==> src/logic/pcel_pkg.sv <==
// Overview of operation
// - loads and stores use byte order from effective endianness; 0 little, 1 big
// - effective endianness is reset memory endianness XOR user endian swap
// - endian swap active only with control swap bit set in user mode
// - a linked load sets the link reservation flag
// - conditional store succeeds only while the reservation flag is set
// - any event breaking atomicity of the reserved location clears the flag, unless a linked load retires in the same time
// - exception return clears the link reservation flag
// - undelayed effects land in the instruction's own instruction time
// - delayed result lands one instruction time later, with next instruction
// - state updates within one instruction apply in their sequential order
// - during execution the program counter holds the instruction's address
// - without a written value the counter advances 2 for short, else 4
// - taken branch loads target during delay slot time; delay slot runs first
// - link writes restart address to a register; exceptions to a system register
// - program counter is a full 64-bit address, all bits used
// - program counter relative address generation is supported
// - memory endianness fixed at reset, 0 little, 1 big; governs kernel too
package pcel_pkg;
	localparam int PCEL_AW = 8;
	localparam int PCEL_PCW = 64;
	// register byte offsets
	localparam logic [7:0] PCEL_CTRL_OFS = 8'h00;
	localparam logic [7:0] PCEL_STAT_OFS = 8'h04;
	localparam logic [7:0] PCEL_PCLO_OFS = 8'h08;
	localparam logic [7:0] PCEL_PCHI_OFS = 8'h0c;
	localparam logic [7:0] PCEL_RSLO_OFS = 8'h10;
	localparam logic [7:0] PCEL_RSHI_OFS = 8'h14;
	// control fields
	localparam int PCEL_CTRL_SWAP_BIT = 0;
	localparam int PCEL_CTRL_USER_BIT = 1;
	localparam logic [1:0] PCEL_CTRL_RST = 2'h0;
	// status fields
	localparam int PCEL_STAT_MEM_BIT = 0;
	localparam int PCEL_STAT_LS_BIT = 1;
	localparam int PCEL_STAT_LINK_BIT = 2;
	localparam int PCEL_STAT_BR_BIT = 3;
	// program counter steps and reset vector
	localparam logic [63:0] PCEL_STEP_SHORT = 64'h2;
	localparam logic [63:0] PCEL_STEP_LONG = 64'h4;
	localparam logic [63:0] PCEL_RESET_PC = 64'h0;
	localparam logic [1:0] PCEL_RESP_OKAY = 2'h0;
	localparam logic [1:0] PCEL_RESP_SLVERR = 2'h2;

	// one retiring instruction, presented for one instruction time
	typedef struct packed {
		logic valid;
		logic short16;
		logic linked_load;
		logic cond_store;
		logic exc_return;
		logic branch_taken;
		logic link;
		logic delayed;
		logic [63:0] target;
		logic [63:0] result;
		logic [63:0] pc_offset;
	} pcel_retire_t;

	// exception request
	typedef struct packed {
		logic take;
		logic [63:0] vector;
	} pcel_exc_t;
endpackage

==> src/logic/pcel_pc_seq.sv <==
`timescale 1ns/1ns
// program counter sequencing with one branch delay slot
module pcel_pc_seq import pcel_pkg::*; (
	input wire logic aclk,
	input wire logic aresetn,
	input wire logic ce,
	input wire pcel_retire_t rt,
	input wire pcel_exc_t exc,
	output logic [63:0] pc_reg,
	output logic branch_pending_reg,
	output logic [63:0] branch_pc_reg
);
	logic [63:0] target_reg;
	logic [63:0] step;
	logic [63:0] pc_next;

	// sequential step: short instructions advance by two
	assign step = rt.short16 ? PCEL_STEP_SHORT : PCEL_STEP_LONG;
	// pending branch wins over the plain increment in the delay slot time
	assign pc_next = branch_pending_reg ? target_reg : pc_reg + step;

	// counter only moves at an instruction time boundary
	always_ff @(posedge aclk) begin
		if (!aresetn) begin
			pc_reg <= PCEL_RESET_PC;
			branch_pending_reg <= 1'b0;
			target_reg <= PCEL_RESET_PC;
			branch_pc_reg <= PCEL_RESET_PC;
		end else if (ce) begin
			if (exc.take) begin
				pc_reg <= exc.vector;
				branch_pending_reg <= 1'b0;
			end else if (rt.valid) begin
				pc_reg <= pc_next;
				// a branch in a delay slot is not honoured
				branch_pending_reg <= rt.branch_taken && !branch_pending_reg;
				if (rt.branch_taken && !branch_pending_reg) begin
					target_reg <= rt.target;
					branch_pc_reg <= pc_reg;
				end
			end
		end
	end

	delay_slot_a: assert property (@(posedge aclk) disable iff (!aresetn)
		ce && rt.valid && !exc.take && branch_pending_reg
		|=> pc_reg == $past(target_reg) && !branch_pending_reg)
		else $error("delay slot did not load branch target");

	step_short_a: assert property (@(posedge aclk) disable iff (!aresetn)
		ce && rt.valid && !exc.take && !branch_pending_reg && rt.short16
		|=> pc_reg == $past(pc_reg) + 64'h2)
		else $error("short instruction did not advance by two");

	step_long_a: assert property (@(posedge aclk) disable iff (!aresetn)
		ce && rt.valid && !exc.take && !branch_pending_reg && !rt.short16
		|=> pc_reg == $past(pc_reg) + 64'h4)
		else $error("long instruction did not advance by four");

	pc_hold_a: assert property (@(posedge aclk) disable iff (!aresetn)
		(!ce || (!rt.valid && !exc.take)) |=> $stable(pc_reg))
		else $error("counter moved outside an instruction time");
endmodule

==> src/logic/pcel_core.sv <==
// Local design decisions: the AXI4-Lite register port and the placing of the registers.
`timescale 1ns/1ns
// architectural state: endianness, link reservation, pc, delayed results
module pcel_core import pcel_pkg::*; (
	input wire logic aclk,
	input wire logic aresetn,
	input wire logic ce,
	input wire logic reset_memory_big_endian,
	input wire pcel_retire_t rt,
	input wire pcel_exc_t exc,
	input wire logic atomic_break,
	output logic [63:0] pc,
	output logic load_store_big_endian,
	output logic link_reservation_flag,
	output logic sc_success,
	output logic sc_done,
	output logic gpr_link_valid,
	output logic [63:0] gpr_link_data,
	output logic epc_valid,
	output logic [63:0] epc_data,
	output logic dly_wr_valid,
	output logic [63:0] dly_wr_data,
	output logic [63:0] pc_rel_addr,
	input wire logic [7:0] s_axi_awaddr,
	input wire logic s_axi_awvalid,
	output logic s_axi_awready,
	input wire logic [31:0] s_axi_wdata,
	input wire logic [3:0] s_axi_wstrb,
	input wire logic s_axi_wvalid,
	output logic s_axi_wready,
	output logic [1:0] s_axi_bresp,
	output logic s_axi_bvalid,
	input wire logic s_axi_bready,
	input wire logic [7:0] s_axi_araddr,
	input wire logic s_axi_arvalid,
	output logic s_axi_arready,
	output logic [31:0] s_axi_rdata,
	output logic [1:0] s_axi_rresp,
	output logic s_axi_rvalid,
	input wire logic s_axi_rready
);
	logic mem_big_reg;
	logic [1:0] ctrl_reg;
	logic ls_big_reg;
	logic link_reg;
	logic sc_success_reg;
	logic sc_done_reg;
	logic gpr_valid_reg;
	logic [63:0] gpr_data_reg;
	logic epc_valid_reg;
	logic [63:0] epc_data_reg;
	logic [63:0] restart_reg;
	logic dly_pending_reg;
	logic [63:0] dly_data_reg;
	logic dly_valid_reg;
	logic [63:0] dly_out_reg;
	logic [63:0] pc_rel_reg;
	logic [63:0] pc_cur;
	logic branch_pending;
	logic [63:0] branch_pc;
	logic user_endian_swap;
	logic ls_big_next;
	logic link_next;
	logic [63:0] step;
	logic [63:0] restart_exc;
	logic retire;
	logic awready_reg;
	logic wready_reg;
	logic bvalid_reg;
	logic [1:0] bresp_reg;
	logic arready_reg;
	logic rvalid_reg;
	logic [31:0] rdata_reg;
	logic [1:0] rresp_reg;
	logic [7:0] awaddr_reg;
	logic [31:0] wdata_reg;
	logic [3:0] wstrb_reg;
	logic wr_go;
	logic wr_ctrl;
	logic wr_hit;
	logic rd_hit;
	logic [31:0] rd_mux;
	logic [31:0] stat_word;

	pcel_pc_seq u_pc (
		.aclk(aclk),
		.aresetn(aresetn),
		.ce(ce),
		.rt(rt),
		.exc(exc),
		.pc_reg(pc_cur),
		.branch_pending_reg(branch_pending),
		.branch_pc_reg(branch_pc)
	);

	// endianness decode
	assign user_endian_swap = ctrl_reg[PCEL_CTRL_SWAP_BIT]
		&& ctrl_reg[PCEL_CTRL_USER_BIT];
	assign ls_big_next = mem_big_reg ^ user_endian_swap;

	// memory endianness is a strap caught while reset is held
	always_ff @(posedge aclk) begin
		if (!aresetn) begin
			mem_big_reg <= reset_memory_big_endian;
			ls_big_reg <= 1'b0;
		end else if (ce) begin
			ls_big_reg <= ls_big_next;
		end
	end

	// reservation: set has priority so a linked load is never lost
	assign retire = ce && rt.valid && !exc.take;
	always_comb begin
		link_next = link_reg;
		if (atomic_break) begin
			link_next = 1'b0;
		end
		if (retire && (rt.exc_return || rt.cond_store)) begin
			link_next = 1'b0;
		end
		if (retire && rt.linked_load) begin
			link_next = 1'b1;
		end
	end

	always_ff @(posedge aclk) begin
		if (!aresetn) begin
			link_reg <= 1'b0;
			sc_success_reg <= 1'b0;
			sc_done_reg <= 1'b0;
		end else if (ce) begin
			link_reg <= link_next;
			sc_done_reg <= retire && rt.cond_store;
			// flag is sampled before this instruction's own clear
			sc_success_reg <= retire && rt.cond_store && link_reg;
		end
	end

	// restart addresses: link skips the delay slot, exceptions restart
	// at the branch when caught in its slot
	assign step = rt.short16 ? PCEL_STEP_SHORT : PCEL_STEP_LONG;
	assign restart_exc = branch_pending ? branch_pc : pc_cur;

	always_ff @(posedge aclk) begin
		if (!aresetn) begin
			gpr_valid_reg <= 1'b0;
			gpr_data_reg <= PCEL_RESET_PC;
			epc_valid_reg <= 1'b0;
			epc_data_reg <= PCEL_RESET_PC;
			restart_reg <= PCEL_RESET_PC;
			pc_rel_reg <= PCEL_RESET_PC;
		end else if (ce) begin
			gpr_valid_reg <= retire && rt.link;
			epc_valid_reg <= exc.take;
			if (retire && rt.link) begin
				gpr_data_reg <= pc_cur + step + step;
				restart_reg <= pc_cur + step + step;
			end
			if (exc.take) begin
				epc_data_reg <= restart_exc;
				restart_reg <= restart_exc;
			end
			if (retire) begin
				pc_rel_reg <= pc_cur + rt.pc_offset;
			end
		end
	end

	// delayed result waits for the next instruction time; order against
	// that instruction's own writes is left to software to avoid
	always_ff @(posedge aclk) begin
		if (!aresetn) begin
			dly_pending_reg <= 1'b0;
			dly_data_reg <= 64'h0;
			dly_valid_reg <= 1'b0;
			dly_out_reg <= 64'h0;
		end else if (ce) begin
			dly_valid_reg <= retire && dly_pending_reg;
			if (retire && dly_pending_reg) begin
				dly_out_reg <= dly_data_reg;
			end
			if (exc.take) begin
				dly_pending_reg <= 1'b0;
			end else if (retire) begin
				dly_pending_reg <= rt.delayed;
				if (rt.delayed) begin
					dly_data_reg <= rt.result;
				end
			end
		end
	end

	// register bus decode
	assign wr_go = !awready_reg && !wready_reg && !bvalid_reg;
	assign wr_ctrl = awaddr_reg == PCEL_CTRL_OFS;
	assign wr_hit = wr_ctrl || awaddr_reg == PCEL_STAT_OFS
		|| awaddr_reg == PCEL_PCLO_OFS || awaddr_reg == PCEL_PCHI_OFS
		|| awaddr_reg == PCEL_RSLO_OFS || awaddr_reg == PCEL_RSHI_OFS;
	assign stat_word = {28'h0, branch_pending, link_reg, ls_big_reg,
		mem_big_reg};
	assign rd_hit = s_axi_araddr == PCEL_CTRL_OFS
		|| s_axi_araddr == PCEL_STAT_OFS || s_axi_araddr == PCEL_PCLO_OFS
		|| s_axi_araddr == PCEL_PCHI_OFS || s_axi_araddr == PCEL_RSLO_OFS
		|| s_axi_araddr == PCEL_RSHI_OFS;
	assign rd_mux =
		(s_axi_araddr == PCEL_CTRL_OFS) ? {30'h0, ctrl_reg} :
		(s_axi_araddr == PCEL_STAT_OFS) ? stat_word :
		(s_axi_araddr == PCEL_PCLO_OFS) ? pc_cur[31:0] :
		(s_axi_araddr == PCEL_PCHI_OFS) ? pc_cur[63:32] :
		(s_axi_araddr == PCEL_RSLO_OFS) ? restart_reg[31:0] :
		(s_axi_araddr == PCEL_RSHI_OFS) ? restart_reg[63:32] : 32'h0;

	// write channel: address and data taken in either order
	always_ff @(posedge aclk) begin
		if (!aresetn) begin
			awready_reg <= 1'b1;
			wready_reg <= 1'b1;
			bvalid_reg <= 1'b0;
			bresp_reg <= PCEL_RESP_OKAY;
			awaddr_reg <= 8'h00;
			wdata_reg <= 32'h0;
			wstrb_reg <= 4'h0;
			ctrl_reg <= PCEL_CTRL_RST;
		end else if (ce) begin
			if (s_axi_awvalid && awready_reg) begin
				awaddr_reg <= s_axi_awaddr;
				awready_reg <= 1'b0;
			end
			if (s_axi_wvalid && wready_reg) begin
				wdata_reg <= s_axi_wdata;
				wstrb_reg <= s_axi_wstrb;
				wready_reg <= 1'b0;
			end
			if (wr_go) begin
				bvalid_reg <= 1'b1;
				bresp_reg <= wr_hit ? PCEL_RESP_OKAY : PCEL_RESP_SLVERR;
				if (wr_ctrl && wstrb_reg[0]) begin
					ctrl_reg <= wdata_reg[1:0];
				end
			end
			if (bvalid_reg && s_axi_bready) begin
				bvalid_reg <= 1'b0;
				awready_reg <= 1'b1;
				wready_reg <= 1'b1;
			end
		end
	end

	// read channel: data registered on address handshake
	always_ff @(posedge aclk) begin
		if (!aresetn) begin
			arready_reg <= 1'b1;
			rvalid_reg <= 1'b0;
			rdata_reg <= 32'h0;
			rresp_reg <= PCEL_RESP_OKAY;
		end else if (ce) begin
			if (s_axi_arvalid && arready_reg) begin
				arready_reg <= 1'b0;
				rvalid_reg <= 1'b1;
				rdata_reg <= rd_mux;
				rresp_reg <= rd_hit ? PCEL_RESP_OKAY : PCEL_RESP_SLVERR;
			end
			if (rvalid_reg && s_axi_rready) begin
				rvalid_reg <= 1'b0;
				arready_reg <= 1'b1;
			end
		end
	end

	assign pc = pc_cur;
	assign load_store_big_endian = ls_big_reg;
	assign link_reservation_flag = link_reg;
	assign sc_success = sc_success_reg;
	assign sc_done = sc_done_reg;
	assign gpr_link_valid = gpr_valid_reg;
	assign gpr_link_data = gpr_data_reg;
	assign epc_valid = epc_valid_reg;
	assign epc_data = epc_data_reg;
	assign dly_wr_valid = dly_valid_reg;
	assign dly_wr_data = dly_out_reg;
	assign pc_rel_addr = pc_rel_reg;
	assign s_axi_awready = awready_reg;
	assign s_axi_wready = wready_reg;
	assign s_axi_bvalid = bvalid_reg;
	assign s_axi_bresp = bresp_reg;
	assign s_axi_arready = arready_reg;
	assign s_axi_rvalid = rvalid_reg;
	assign s_axi_rdata = rdata_reg;
	assign s_axi_rresp = rresp_reg;

	endian_xor_a: assert property (@(posedge aclk) disable iff (!aresetn)
		ce |=> ls_big_reg == ($past(mem_big_reg) ^ $past(ctrl_reg[0]
		&& ctrl_reg[1])))
		else $error("load store endianness is not strap xor swap");

	swap_user_a: assert property (@(posedge aclk) disable iff (!aresetn)
		ce && !ctrl_reg[PCEL_CTRL_USER_BIT] |=> ls_big_reg == mem_big_reg)
		else $error("endian swap active outside user mode");

	ll_set_a: assert property (@(posedge aclk) disable iff (!aresetn)
		retire && rt.linked_load |=> link_reg)
		else $error("linked load did not set reservation");

	sc_result_a: assert property (@(posedge aclk) disable iff (!aresetn)
		retire && rt.cond_store |=> sc_done_reg
		&& sc_success_reg == $past(link_reg))
		else $error("conditional store result disagrees with flag");

	break_clr_a: assert property (@(posedge aclk) disable iff (!aresetn)
		ce && atomic_break && !(retire && rt.linked_load) |=> !link_reg)
		else $error("atomicity break left reservation set");

	eret_clr_a: assert property (@(posedge aclk) disable iff (!aresetn)
		retire && rt.exc_return && !rt.linked_load |=> !link_reg)
		else $error("exception return left reservation set");

	dly_hold_a: assert property (@(posedge aclk) disable iff (!aresetn)
		retire && rt.delayed |=> dly_pending_reg
		&& dly_data_reg == $past(rt.result))
		else $error("delayed result was not held for the next instruction");

	delayed_a: assert property (@(posedge aclk) disable iff (!aresetn)
		retire && dly_pending_reg
		|=> dly_valid_reg && dly_out_reg == $past(dly_data_reg))
		else $error("delayed result missed the next instruction time");

	link_addr_a: assert property (@(posedge aclk) disable iff (!aresetn)
		retire && rt.link |=> gpr_valid_reg
		&& gpr_data_reg == $past(pc_cur) + 2 * $past(step))
		else $error("link restart address wrong");

	epc_a: assert property (@(posedge aclk) disable iff (!aresetn)
		ce && exc.take |=> epc_valid_reg && epc_data_reg == $past(restart_exc))
		else $error("exception restart address not written");

	pc_rel_a: assert property (@(posedge aclk) disable iff (!aresetn)
		retire |=> pc_rel_reg == $past(pc_cur) + $past(rt.pc_offset))
		else $error("pc relative address wrong");
endmodule

==> config.mk <==
export PLATFORM = sky130hd
export DESIGN_NAME = pcel_core
export DESIGN_NICKNAME = d
export VERILOG_FILES = /design/src/logic/pcel_pkg.sv /design/src/logic/pcel_pc_seq.sv /design/src/logic/pcel_core.sv
export SDC_FILE = /design/constraint.sdc
export NUM_CORES = 2
export LEC_CHECK = 0
export ABC_AREA = 1
export BUFFER_PORTS_ARGS = -buffer_cell sky130_fd_sc_hd__buf_2
export CAP_MARGIN = 25
export CORE_AREA = 2 2 271 273
export CTS_BUF_LIST = sky130_fd_sc_hd__clkbuf_4
export DETAILED_ROUTE_END_ITERATION = 16
export DIE_AREA = 0 0 273 275
export PLACE_DENSITY_LB_ADDON = 0.05
export SETUP_SLACK_MARGIN = 0.1
export SYNTH_ARGS = -nofsm -noshare
export SYNTH_HDL_FRONTEND = slang
export SYNTH_SLANG_ARGS = --single-unit
==> constraint.sdc <==
create_clock -name aclk -period 3.9 [get_ports aclk]
set_input_delay 0.39 -clock aclk [delete_from_list [all_inputs] [get_ports aclk]]
set_output_delay 0.39 -clock aclk [all_outputs]
set_load 0.005 [all_outputs]
# --- After elaboration in Yosys (flattened, before gate mapping) ---
# Cells that the tools add are included.
classes:
  n_eq_ne: 10
  addsub: 3
  bitwise_logic: 2
  mux: 32
  n_reduce_logical: 63
op_table:
  columns: ["operator", "count"]
  rows:
  - ["two-way mux 64 bit", 6]
  - ["two-way mux 32 bit", 6]
  - ["adder 64 x 3 -> 64 bit", 2]
  - ["adder 64 bit", 1]
  - ["equality test 8 x 4 -> 1 bit, second input constant", 4]
  - ["equality test 8 x 5 -> 1 bit, second input constant", 4]
  - ["AND reduction 2 bit", 16]
  - ["logical AND 1 bit", 18]
  - ["two-way mux 1 bit", 17]
  - ["equality test 8 x 3 -> 1 bit, second input constant", 2]
  - ["zero test 8 bit", 2]
  - ["nonzero test 2 bit", 7]
  - ["logical OR 1 bit", 11]
  - ["AND reduction 4 bit", 2]
  - ["zero test 1 bit", 5]
  - ["two-way mux 2 bit", 2]
  - ["two-way mux 3 bit", 1]
  - ["AND reduction 3 bit", 1]
  - ["nonzero test 3 bit", 1]
  - ["NOT 1 bit", 1]
  - ["XOR 1 bit", 1]
totals:
  out_inout_bits: 368
  register_bits: 640
  input_bits: 327

# --- Depth between registers and ports, before layout ---
logic_depth:
  word_depth: 7
  depth_mapped: 23

# --- Cells and area by module ---
# Synthesis repeated with hierarchy kept, for this count alone.
hier_totals:
  hier_cells: 5654
  hier_area_um2: 35990.8
modules_own_cells:
  columns: ["mod", "area_each_um2", "instances", "cells_per_inst", "seq_area_each_um2"]
  rows:
  - ["pcel_core", 25873.6, 1, 4112, 8918.6]
  - ["pcel_pc_seq", 10117.2, 1, 1542, 3863.7]

# --- Worst setup path before layout ---
# OpenSTA, ideal clock, no wires.
synth_timing:
  kind: "flip-flop to flip-flop"
  start: "reg u_pc.pc_reg[1]"
  end: "reg restart_reg[40]"
  arrival_time_ns: 2.910
  slack_ns: 0.858
  stages_incl_launch_ff: 19
  path_buffers: 0
  period_less_slack_ns: 3.042
  cell_sequence: "dfxtp_1 > ha_1 > inv_1 > fa_1 > inv_1 > ha_1 > a21o_1 > nand2_1 > nor2_1 > nand3_1 > nor2_1 > nand3_1 > nor2_4 > nand3_2 > nor2_2 > xor2_1 > nand2_1 > nand2_1 > a21oi_1"
synth_via:
  elab_chain_len: 4
synth_lines:
  columns: ["item", "line_no", "text"]
  rows:
  - ["start, declared", "pcel_pc_seq.sv:9", "output logic [63:0] pc_reg,"]
  - ["start signal, assigned", "pcel_pc_seq.sv:31", "pc_reg <= exc.vector;"]
  - ["start signal, assigned", "pcel_pc_seq.sv:34", "pc_reg <= pc_next;"]
  - ["adder 64 x 3 -> 64 bit", null, null]
  - ["adder 64 x 3 -> 64 bit", "pcel_core.sv:157", "restart_reg <= pc_cur + step + step;"]
  - ["two-way mux 64 bit", "pcel_core.sv:155", "if (retire && rt.link) begin"]
  - ["two-way mux 64 bit", "pcel_core.sv:159", "if (exc.take) begin"]
  - ["end signal, assigned", "pcel_core.sv:157", null]
  - ["end signal, assigned", "pcel_core.sv:161", "restart_reg <= restart_exc;"]
  - ["end, declared", "pcel_core.sv:52", "logic [63:0] restart_reg;"]
# No other way between the ends. The select of a mux whose other input is x is not followed.
# A chain may end at the register's enable or synchronous reset.

# --- Final worst setup path ---
layout_timing:
  start: "reg u_pc.pc_reg[1]"
  end: "reg restart_reg[46]"
# The elaborated chain is that of the path after synthesis.

==> impl_metrics.tcl <==
set metrics [dict create \
    grt_first_pass_wirelength_mm 250.2 \
    die_height_um 275 \
    crit_fanout 3 \
    drive_above_1_share_pct 21.14 \
    timing.hold.ws_ns 0.09664 \
    slowest_stage "fa_2" \
    cts_buffers 170 \
    cp.required_ns 4.80 \
    hpwl_mm 127.3 \
    synthToLayoutAreaGrowth_pct 34.67 \
    vias 42360 \
    clock-sinks 638 \
    cts.clk_slew.worst_paths_ns 0.07 \
    worstRegToRegCells 20 \
    min_path_cells 4 \
    min_period_ns 3.633 \
    crit_type "reg2reg" \
    seqCellArea_um2 12780 \
    synthArstFlopShare_pct 0 \
    fillers 6717 \
    ant_nets 0 \
    worstMarginPinSlew_ns 1.264 \
    grt_pass1_vias 39980 \
    cts_root_buffer "clkbuf_4" \
    ys_seq_elements 638 \
    layout_common_cells "1206 x nand2_1, 657 x buf_2, 651 x nor2_1, 636 x dfxtp_1, 540 x o21ai_0" \
    slowest_delay_ns 0.58 \
    rrSetupSlack_ns 0.27 \
    synth.distinct_cells 60 \
    status "complete, no violations" \
    top_usage_layer "met2" \
    synth_edf_count 1 \
    slew_violations 0 \
    yosys_warnings 0 \
    coreArea_um2 72340 \
    min_path_type "in2reg" \
    ys_seq_area_share_pct 37.50 \
    insertion_delay_ns 1.08 \
    die_width_um 273 \
    grt.overflow.total 0 \
    place.gp.congestion 1.102 \
    rsz0062_at_grt "yes" \
    min_from "rt[105]" \
    wl_per_cell_um 23.01 \
    htreeDepth 4 \
    fin_worst_skew_ns 0.08691 \
    max-cap-violations 0 \
    finalHoldViolCount 0 \
    fin_nets 6770 \
    relSlewSlack_pct 15.71 \
    regToRegStartpoint "u_pc.pc_reg[1]" \
    initial_utilization_pct 47.12 \
    synthCells 5151 \
    end_kind "register" \
    io_buffer_count 659 \
    peakVddDrop_mv 0.3167 \
    postSynthAreaPerCell_um2 6.617 \
    met3_usage_pct 10.92 \
    gr-usage-all-layers_pct 44.46 \
    clk_path_buf_depth 3 \
    multiInputGateArea_um2 18710 \
    num_rows 99 \
    drt_iter0_markers 4475 \
    cts_tree "yes" \
    floorplan.io_pins 695 \
    p_leak_nw 20.92 \
    hold_end "dly_data_reg[41]" \
    period_share_pct 93.15 \
    setup_viol 0 \
    power_density_nw_per_um2 364.4 \
    cp.arrival_ns 4.54 \
    grt_use_met2_pct 69.88 \
    grt_max_degree 165 \
    cp-start-kind "register" \
    gr-usage-met1_pct 54.12 \
    cp_common_cell "nand2_1" \
    reg2reg_to "restart_reg[46]" \
    antenna_found_initial 18 \
    timing.fmax_ghz 0.2753 \
    first_pass_iters 6 \
    drc 0 \
    synth_flop_cell "dfxtp_1" \
    wirelength_mm 171.7 \
    synth_area_um2 34090 \
    setup_tns_ns 0 \
    layout_commonest_cell "nand2_1" \
    dieArea_um2 75080 \
    via_per_inst 5.677 \
    critical_path.cell_chain "ha_1, inv_1, fa_2, inv_1, ha_1, a21o_1, nand2_1, nor2_1, nand3_1, nor2_2, nand2_1, nor2_2, nand2_1, nor2_4, nand2_1, xor2_1, buf_4, nand2_1, nand2_1, a21oi_2" \
]
[report_power, final]
| group | internal [mW] | switching [mW] |
|---|---|---|
| Combinational | 1.34 | 2.34 |
| Clock | 2.82 | 3.10 |
| Sequential | 6.83 | 0.297 |
| Total | 11.0 | 5.74 |
[how the worst max path moves through the flow]
stage,endpoint,depth (start not counted),from
after floorplan,restart_reg[40],18,u_pc.pc_reg[1]
after global placement,gpr_link_data[47],22,rt[198]
after detailed placement,restart_reg[46],21,rt[198]
after CTS,restart_reg[46],20,u_pc.pc_reg[1]
after global routing,gpr_link_data[49],24,u_pc.pc_reg[1]
final,restart_reg[46],20,u_pc.pc_reg[1]
[kinds of logic (layout without fill, tap and decap cells)]
family,after synthesis,after routing,share of synthesized area (%)
mux,1,1,0.02937
xor+xnor,55,55,1.413
flops,638,638,37.50
other cells,1,10,0.01100
simple gates,2403,2403,29.76
fa+ha+maj,70,70,2.636
compound gates,1274,1274,20.75
buf+inv,709,2051,7.907
[worst max-delay path: cells and delay by family, from the launching register on]
kind	cells	cell delay [ns]
buffers and inverters	3	0.29
XOR/XNOR	1	0.23
AND/OR/NAND/NOR	11	1.43
AO/OA/AOI/OAI	2	0.16
adder cells (fa/ha/maj)	3	1.03
flip-flops	1	0.33
[Yosys cell counts (20+ instances only)]
cell type     n  area share (%)
o21bai_1     32            0.70
nor2_1      662             7.3
nor2_2       41            0.75
nand4_1      49            0.90
o211ai_1     33            0.73
o21ai_0     540             7.9
a21oi_1     480             7.0
nor2_4       25            0.83
inv_1       413             4.5
clkbuf_1    249             2.7
or2_2        20            0.37
a221oi_1     55             1.4
o2111ai_1    29            0.75
xor2_1       46             1.2
a31oi_1      56             1.0
nand2_1    1213              13
nand3_1     307             4.5
dfxtp_1     637              37
nand2_2      40            0.73
ha_1         67             2.5
[through the flow]
stage          utilization (%)  total power [mW]  setup WS (ns)  std cells  area, um2
5_1_grt                  63.45             17.38        0.08392       7460      45900
2_1_floorplan                -             8.823         0.8578       5152      34090
4_1_cts                  63.27             16.57         0.1873       7449      45770
3_5_place_dp             54.93             10.44        0.05309       6763      39740
3_3_place_gp             54.93             10.42        0.08242       6763      39740
6_report                 63.45             16.73         0.2673       7461      45900
[cell type report]
| cell class | count | share of cell area (%) |
|---|---|---|
| multi-input combinational | 3805 | 40.77 |
| sequential | 638 | 27.85 |
| timing repair buffer | 1318 | 20.53 |
| clock buffer | 234 | 3.827 |
| inverter | 440 | 3.631 |
| tap | 959 | 2.614 |
| clock inverter | 59 | 0.7360 |
| antenna | 8 | 0.04361 |
[timing repair]
item                                    4_1_cts  5_1_grt
gates resized for setup                       0       15
buffers inserted                              0        3
endpoints found under the setup margin        0       47
hold endpoints to repair                    432        0
hold buffers                                393        0
[per-layer routing]
metal,up-vias,wire length [um]
met5,-,79
met4,12,12830
met3,590,17780
met2,2397,75470
met1,19740,65520
li1,19620,-
(Power assumes the default switching activity.)
